===== src/crb_pkg.sv =====
// Package with offsets, field layouts and reset values of the ROM info registers
`default_nettype none
package crb_pkg;
    // Host register offsets (byte addresses)
    localparam logic [7:0]  CRB_OFS_ROM_HDR   = 8'h18;
    localparam logic [7:0]  CRB_OFS_BUS_IDENT = 8'h1C;
    localparam logic [7:0]  CRB_OFS_BUS_OPT   = 8'h20;
    // Remote bus addresses of the first three configuration ROM quadlets
    localparam logic [47:0] CRB_BUS_ROM_HDR   = 48'hFFFF_F000_0400;
    localparam logic [47:0] CRB_BUS_IDENT     = 48'hFFFF_F000_0404;
    localparam logic [47:0] CRB_BUS_OPT       = 48'hFFFF_F000_0408;
    // Constant bus identification quadlet, ASCII "1394"
    localparam logic [31:0] CRB_BUS_IDENT_VAL = 32'h3133_3934;
    // ROM header layout and reset
    localparam int          CRB_HDR_CRC_LSB   = 0;
    localparam int          CRB_HDR_CRC_W     = 16;
    localparam logic [31:0] CRB_HDR_RESET     = 32'h0000_0000;
    localparam int          CRB_HDR_UP_LSB    = 16;
    localparam int          CRB_HDR_UP_W      = 16;
    // Bus options layout
    localparam int          CRB_OPT_IRMC_BIT  = 31;
    localparam int          CRB_OPT_CMC_BIT   = 30;
    localparam int          CRB_OPT_MREC_LSB  = 12;
    localparam int          CRB_OPT_MREC_W    = 4;
    localparam int          CRB_OPT_MGMT_LSB  = 27;
    localparam int          CRB_OPT_MGMT_W    = 3;
    localparam int          CRB_OPT_ACC_LSB   = 16;
    localparam int          CRB_OPT_ACC_W     = 8;
    localparam int          CRB_OPT_GEN_LSB   = 6;
    localparam int          CRB_OPT_GEN_W     = 2;
    // Writable bits: 31-27, 23-12, 7-6
    localparam logic [31:0] CRB_OPT_WR_MASK   = 32'hF8FF_F0C0;
    // Fixed read-only content: reserved zeros and link speed 010
    localparam logic [31:0] CRB_OPT_RO_VAL    = 32'h0000_0002;
    // Writable bits reset to zero except max request
    localparam logic [31:0] CRB_OPT_RESET     = 32'h0000_0000;
    // Max request encoding for 2048 bytes: 2^(10+1)
    localparam logic [3:0]  CRB_MREC_2048     = 4'hA;
    // Read data at reset and for unmapped addresses
    localparam logic [31:0] CRB_RDATA_RESET   = 32'h0000_0000;
    localparam logic [31:0] CRB_UNMAPPED_VAL  = 32'h0000_0000;

    // Host register request
    typedef struct packed {
        logic        wr;
        logic        rd;
        logic [7:0]  addr;
        logic [31:0] wdata;
    } crb_host_req_t;

    // Remote configuration ROM read request
    typedef struct packed {
        logic        req;
        logic [47:0] addr;
    } crb_rom_req_t;
endpackage : crb_pkg
`default_nettype wire


===== src/crb_rom_info_regs.sv =====
// Host and remote views of the ROM header, bus identification and bus options quadlets
`timescale 1ns/100ps
`default_nettype none
module crb_rom_info_regs
    import crb_pkg::*;
(
    input  wire logic                   mclk,
    input  wire logic                   sys_rst,
    input  wire logic                   soft_rst,
    input  wire crb_pkg::crb_host_req_t host_req,
    output var  logic [31:0]            host_rdata,
    output var  logic                   host_rvalid,
    input  wire logic                   eeprom_crc_valid,
    input  wire logic [15:0]            eeprom_crc,
    input  wire crb_pkg::crb_rom_req_t  rom_req,
    output var  logic [31:0]            rom_rdata,
    output var  logic                   rom_rvalid,
    output var  logic                   rom_hit,
    output var  logic [31:0]            rom_header,
    output var  logic [31:0]            bus_options
);
    import crb_pkg::*;

    // Stored ROM header fields
    logic [CRB_HDR_UP_W-1:0]   hdr_upper_reg;
    logic [CRB_HDR_CRC_W-1:0]  hdr_crc_reg;
    // Stored bus options fields; read-only bits keep no flip-flops
    logic                      irm_cap_reg;
    logic                      cyc_cap_reg;
    logic [CRB_OPT_MGMT_W-1:0] mgmt_cap_reg;
    logic [CRB_OPT_ACC_W-1:0]  clk_acc_reg;
    logic [CRB_OPT_MREC_W-1:0] max_req_reg;
    logic [CRB_OPT_GEN_W-1:0]  gen_reg;
    // Assembled register views
    logic [31:0]               hdr_view;
    logic [31:0]               opt_view;
    // Host and remote decode
    logic                      hdr_wr;
    logic                      opt_wr;
    logic                      hdr_clear;
    logic                      hdr_take;
    logic                      opt_take;
    logic [31:0]               host_next;
    logic [31:0]               rom_next;
    logic                      rom_hit_next;

    // Write strobes for the two writable registers
    assign hdr_wr = host_req.wr && (host_req.addr == CRB_OFS_ROM_HDR);
    assign opt_wr = host_req.wr && (host_req.addr == CRB_OFS_BUS_OPT);

    // Priority: checksum load, then software reset, then host write; the loser is lost
    assign hdr_clear = soft_rst && !eeprom_crc_valid;
    assign hdr_take  = hdr_wr && !soft_rst && !eeprom_crc_valid;
    assign opt_take  = opt_wr && !soft_rst;

    // Info and CRC length fields; frozen in a checksum load cycle
    always_ff @(posedge mclk or posedge sys_rst) begin
        if (sys_rst) begin
            hdr_upper_reg <= CRB_HDR_RESET[CRB_HDR_UP_LSB +: CRB_HDR_UP_W];
        end else if (hdr_clear) begin
            hdr_upper_reg <= CRB_HDR_RESET[CRB_HDR_UP_LSB +: CRB_HDR_UP_W];
        end else if (hdr_take) begin
            hdr_upper_reg <= host_req.wdata[CRB_HDR_UP_LSB +: CRB_HDR_UP_W];
        end
    end

    // Checksum field; the EEPROM load beats a write or soft reset in the same cycle
    always_ff @(posedge mclk or posedge sys_rst) begin
        if (sys_rst) begin
            hdr_crc_reg <= CRB_HDR_RESET[CRB_HDR_CRC_LSB +: CRB_HDR_CRC_W];
        end else if (eeprom_crc_valid) begin
            hdr_crc_reg <= eeprom_crc;
        end else if (hdr_clear) begin
            hdr_crc_reg <= CRB_HDR_RESET[CRB_HDR_CRC_LSB +: CRB_HDR_CRC_W];
        end else if (hdr_take) begin
            hdr_crc_reg <= host_req.wdata[CRB_HDR_CRC_LSB +: CRB_HDR_CRC_W];
        end
    end

    // Header view: both stored halves at their bit positions
    always_comb begin
        hdr_view                                   = CRB_HDR_RESET;
        hdr_view[CRB_HDR_UP_LSB +: CRB_HDR_UP_W]   = hdr_upper_reg;
        hdr_view[CRB_HDR_CRC_LSB +: CRB_HDR_CRC_W] = hdr_crc_reg;
    end

    // Resource-manager capable flag
    always_ff @(posedge mclk or posedge sys_rst) begin
        if (sys_rst) begin
            irm_cap_reg <= CRB_OPT_RESET[CRB_OPT_IRMC_BIT];
        end else if (soft_rst) begin
            irm_cap_reg <= CRB_OPT_RESET[CRB_OPT_IRMC_BIT];
        end else if (opt_take) begin
            irm_cap_reg <= host_req.wdata[CRB_OPT_IRMC_BIT];
        end
    end

    // Cycle-master capable flag
    always_ff @(posedge mclk or posedge sys_rst) begin
        if (sys_rst) begin
            cyc_cap_reg <= CRB_OPT_RESET[CRB_OPT_CMC_BIT];
        end else if (soft_rst) begin
            cyc_cap_reg <= CRB_OPT_RESET[CRB_OPT_CMC_BIT];
        end else if (opt_take) begin
            cyc_cap_reg <= host_req.wdata[CRB_OPT_CMC_BIT];
        end
    end

    // Remaining management capability flags, bits 29 to 27
    always_ff @(posedge mclk or posedge sys_rst) begin
        if (sys_rst) begin
            mgmt_cap_reg <= CRB_OPT_RESET[CRB_OPT_MGMT_LSB +: CRB_OPT_MGMT_W];
        end else if (soft_rst) begin
            mgmt_cap_reg <= CRB_OPT_RESET[CRB_OPT_MGMT_LSB +: CRB_OPT_MGMT_W];
        end else if (opt_take) begin
            mgmt_cap_reg <= host_req.wdata[CRB_OPT_MGMT_LSB +: CRB_OPT_MGMT_W];
        end
    end

    // Cycle master clock accuracy
    always_ff @(posedge mclk or posedge sys_rst) begin
        if (sys_rst) begin
            clk_acc_reg <= CRB_OPT_RESET[CRB_OPT_ACC_LSB +: CRB_OPT_ACC_W];
        end else if (soft_rst) begin
            clk_acc_reg <= CRB_OPT_RESET[CRB_OPT_ACC_LSB +: CRB_OPT_ACC_W];
        end else if (opt_take) begin
            clk_acc_reg <= host_req.wdata[CRB_OPT_ACC_LSB +: CRB_OPT_ACC_W];
        end
    end

    // Max request code: hardware reset only, a software reset leaves it alone
    always_ff @(posedge mclk or posedge sys_rst) begin
        if (sys_rst) begin
            max_req_reg <= CRB_MREC_2048;
        end else if (opt_take) begin
            max_req_reg <= host_req.wdata[CRB_OPT_MREC_LSB +: CRB_OPT_MREC_W];
        end
    end

    // Generation counter, kept by software
    always_ff @(posedge mclk or posedge sys_rst) begin
        if (sys_rst) begin
            gen_reg <= CRB_OPT_RESET[CRB_OPT_GEN_LSB +: CRB_OPT_GEN_W];
        end else if (soft_rst) begin
            gen_reg <= CRB_OPT_RESET[CRB_OPT_GEN_LSB +: CRB_OPT_GEN_W];
        end else if (opt_take) begin
            gen_reg <= host_req.wdata[CRB_OPT_GEN_LSB +: CRB_OPT_GEN_W];
        end
    end

    // Fixed read-only content with the stored fields laid over it
    always_comb begin
        opt_view                                     = CRB_OPT_RO_VAL;
        opt_view[CRB_OPT_IRMC_BIT]                   = irm_cap_reg;
        opt_view[CRB_OPT_CMC_BIT]                    = cyc_cap_reg;
        opt_view[CRB_OPT_MGMT_LSB +: CRB_OPT_MGMT_W] = mgmt_cap_reg;
        opt_view[CRB_OPT_ACC_LSB +: CRB_OPT_ACC_W]   = clk_acc_reg;
        opt_view[CRB_OPT_MREC_LSB +: CRB_OPT_MREC_W] = max_req_reg;
        opt_view[CRB_OPT_GEN_LSB +: CRB_OPT_GEN_W]   = gen_reg;
    end

    // Host read mux; unmapped offsets read zero
    always_comb begin
        unique case (host_req.addr)
            CRB_OFS_ROM_HDR:   host_next = hdr_view;
            CRB_OFS_BUS_IDENT: host_next = CRB_BUS_IDENT_VAL;
            CRB_OFS_BUS_OPT:   host_next = opt_view;
            default:           host_next = CRB_UNMAPPED_VAL;
        endcase
    end

    // Remote ROM read mux at the fixed bus addresses
    always_comb begin
        rom_hit_next = 1'b1;
        unique case (rom_req.addr)
            CRB_BUS_ROM_HDR: rom_next = hdr_view;
            CRB_BUS_IDENT:   rom_next = CRB_BUS_IDENT_VAL;
            CRB_BUS_OPT:     rom_next = opt_view;
            default: begin
                rom_next     = CRB_UNMAPPED_VAL;
                rom_hit_next = 1'b0;
            end
        endcase
    end

    // Host read data registered, valid one cycle after the strobe
    always_ff @(posedge mclk or posedge sys_rst) begin
        if (sys_rst) begin
            host_rdata  <= CRB_RDATA_RESET;
            host_rvalid <= 1'b0;
        end else begin
            host_rvalid <= host_req.rd;
            if (host_req.rd) begin
                host_rdata <= host_next;
            end
        end
    end

    // Remote read data registered, valid one cycle after the request
    always_ff @(posedge mclk or posedge sys_rst) begin
        if (sys_rst) begin
            rom_rdata  <= CRB_RDATA_RESET;
            rom_rvalid <= 1'b0;
            rom_hit    <= 1'b0;
        end else begin
            rom_rvalid <= rom_req.req;
            if (rom_req.req) begin
                rom_rdata <= rom_next;
                rom_hit   <= rom_hit_next;
            end
        end
    end

    // Live copies for the link layer
    assign rom_header  = hdr_view;
    assign bus_options = opt_view;
endmodule : crb_rom_info_regs
`default_nettype wire

===== config.mk =====
export PLATFORM = sky130hd
export DESIGN_NAME = crb_rom_info_regs
export DESIGN_NICKNAME = d
export VERILOG_FILES = /design/src/crb_pkg.sv /design/src/crb_rom_info_regs.sv
export SDC_FILE = /design/constraint.sdc
export NUM_CORES = 1
export LEC_CHECK = 0
export BUFFER_PORTS_ARGS = -buffer_cell sky130_fd_sc_hd__buf_2
export CORE_UTILIZATION = 48
export DETAILED_ROUTE_END_ITERATION = 8
export PLACE_DENSITY = 0.81
export SLEW_MARGIN = 10
export SYNTH_ARGS = -nofsm -noshare
export SYNTH_HDL_FRONTEND = slang
export SYNTH_SLANG_ARGS = --single-unit

===== constraint.sdc =====
create_clock -name mclk -period 4.3 [get_ports mclk]
set_clock_uncertainty 0.05 [all_clocks]
set_input_delay 0.645 -clock mclk [delete_from_list [all_inputs] [get_ports mclk]]
set_output_delay 0.645 -clock mclk [all_outputs]
set_load 0.02 [all_outputs]

==> reports/metrics.cfg <==
[synthesis]
synth_cells = 540
synth_top_family_by_area = compound AO/OA/AOI/OAI gates
synth_top_area_share_pct = 53.19
syn_area_um2 = 5458
yosysMostFrequentCell = dfrtp_1
syn_area_per_cell_um2 = 10.11
synth_top_area_cell = dfrtp_1
synth_adder_area_share_pct = 0
yosys_register_bits = 118
ys_types = 35
synth_compound_area_share_pct = 19.17
synthArstFlopShare_pct = 100.0
synth_warnings = 0
synth_commonest_cells = dfrtp_1 (116), a21oi_1 (55), nor2_1 (53)
synth_xor_area_share_pct = 0
yosys_most_used_dff = dfrtp_1
yosysSeqAreaShare_pct = 54.15
synth_edf_count = 0
synth.area.top_cells = dfrtp_1 (53%), mux2i_1 (5.3%), a21oi_1 (5.0%), o32ai_2 (4.5%), nor2_1 (3.6%)
synthMuxAreaShare_pct = 6.144
synth-simple-area-share_pct = 12.04

[floorplan]
initial_core_util_pct = 49.91
chipHeight_um = 108.6
die_area_um2 = 11800
std_cell_rows = 38
die_w_um = 108.6
io-pin-count = 242
core_um2 = 10940

[placement]
routabilityCongestion = 0.8275
hpwl_um = 11230
place.port_buffers = 228

[power]
p_leak_nw = 3.668
power_switching_mw = 0.7103
p_int_mw = 2.138
vdd.ir_drop.worst_v = 0.0002223
p_seq_share_pct = 41.0
comb_power_share_pct = 9.4
p_clk_share_pct = 49.6
powerDensity_nw_per_um2 = 396.6
switching_share_pct = 24.94
p_total_mw = 2.848

[global_routing]
grt_max_degree = 66
grt_pass1_vias = 5023
grt.met1_usage_pct = 36.86
grt_usage_pct = 29.71
overflow = 0
antenna_found_initial = 0
busiest_layer = met2
gr-usage-met3_pct = 5.678
grt_pass1_wl_um = 25990
grt_use_met2_pct = 51.58

[hold_path]
hold_class = primary input to asynchronous set/reset pin

[finish]
final_layout_size_suffix_gt1_share_pct = 38.82
finalNetCount = 858
diodes = 0
syn_to_final_growth_pct = 31.57
reg_top3 = host_rdata: 32 flops, rom_rdata: 32 flops
utilization_pct = 65.66
n_fill_cell = 878

[detailed_routing]
ant_nets = 0
totalWireLength_um = 16860
vias = 5131
wl_per_cell_um = 18.73
drt_iter0_drc = 487
route.detailed.drc = 0
drt_first_pass_iters = 5
viasPerCell = 5.701

[clocking]
cts_tree = done
cts_max_level = 4
clkSlewWorstSetupHoldPaths_ps = 50
insertion_delay_ps = 410
clockBufferDepth = 2
post-cts-setup-buffers = 0
numCtsBuffers = 17
ctsRootBufferMaster = clkbuf_16
postCtsHoldBufs = 0
cts.sinks = 118
cts_resized = 0

[sta]
drv_slew = 0
finalHoldViolCount = 0
period_share_pct = 68.90
worst_pin_slew_ps = 1130
rsz0062_at_grt = false
setup_viol = 0
slew_headroom_pct = 24.69
period_minus_slack_ps = 2963
fmax_mhz = 337.6
finalSetupTns_ps = 0

[worst_setup_path]
cp.arrival_ps = 3210
cp-start-kind = primary input
critPathKind = primary input to register
critPathRequiredTime_ps = 4550
cp-end-kind = register
cp_max_fo = 33
reg2reg_slack_ps = 3120

[run_status]
outcome = finished clean

[run]
maxCapViolations = 0

## layout make-up
type / count / area (um^2) / area share (%)
clock buffers: 18 / 429.2 / 5.977
clock inverters: 14 / 160.2 / 2.230
inverters: 41 / 156.4 / 2.178
multi-input cells: 331 / 2088 / 29.08
flip-flops and latches: 118 / 2955 / 41.16
well taps: 140 / 175.2 / 2.439
repair buffers: 238 / 1216 / 16.94
## cells by family after synthesis
kind of cell,Yosys count
muxes,33
other,2
AOI/OAI and AO/OA,146
DFF,118
and+or+nand+nor,139
buffers and inverters,102
## layer usage
layer,vias up,routed length [um]
met5,-,0
met4,0,291
met2,279,8746
met1,2544,6611
li1,2284,-
met3,24,1211
## per-stage QoR
stage | instance area, um^2 | setup WS, ps | std cells | hold WS [ps]
after floorplan | 5499 | 479.2 | 551 | 484.0
after global placement | 6591 | 995.2 | 868 | 443.7
after detailed placement | 6591 | 903.2 | 868 | 454.5
after CTS | 7181 | 1330 | 900 | 327.9
after global routing | 7181 | 1219 | 900 | 379.6
final | 7181 | 1337 | 900 | 317.4
## cell usage in the layout, fill, tap and decap left out, types with 4 or more instances in the layout
cell type / netlist / layout
clkinv_2: 0 / 5
a21oi_1: 55 / 55
dfrtp_1: 116 / 116
a22oi_1: 11 / 11
buf_4: 15 / 10
nor2b_1: 4 / 4
clkbuf_16: 0 / 17
buf_2: 2 / 228
o21ai_1: 13 / 13
a221oi_1: 8 / 8
a22o_1: 15 / 15
o21ai_0: 10 / 10
conb_1: 2 / 13
nand2_1: 34 / 34
inv_1: 41 / 40
mux2i_1: 29 / 29
nor2_1: 53 / 53
o22ai_1: 15 / 15
nor4b_1: 4 / 4
mux2_2: 4 / 4
clkinvlp_4: 0 / 6
o32ai_2: 15 / 15
nand4_1: 6 / 6
nand3_1: 22 / 22
## power by group through the flow
stage	clock network [mW]	logic, mW	registers [mW]
floorplan	0	0.120	1.22
global placement	0	0.259	1.18
detailed placement	0	0.267	1.19
CTS	1.43	0.269	1.17
global route	1.48	0.292	1.17
finish	1.41	0.267	1.17
## path summary, 6_finish.rpt
check,endpoint,from,depth (start not counted)
min reg2reg,host_rdata[9]$_DFFE_PP0P_,host_rdata[9]$_DFFE_PP0P_,2
max,rom_rdata[15]$_DFFE_PP0P_,rom_req[5],5
min,host_rvalid$_DFF_PP0_,sys_rst,2
min in group mclk,hdr_crc_reg[13]$_DFFE_PP0P_,eeprom_crc[13],3
max in group asynchronous,max_req_reg[3]$_DFFE_PP1P_,sys_rst,3
max reg2reg,rom_rdata[10]$_DFFE_PP0P_,hdr_crc_reg[10]$_DFFE_PP0P_,2
## worst max-delay path, stage by stage
cell and delay, ps:
buf_2 100, or4b_1 510, or4_1 470, or4_2 1060, o32ai_1 430
Power figures use the tool's default switching activity.
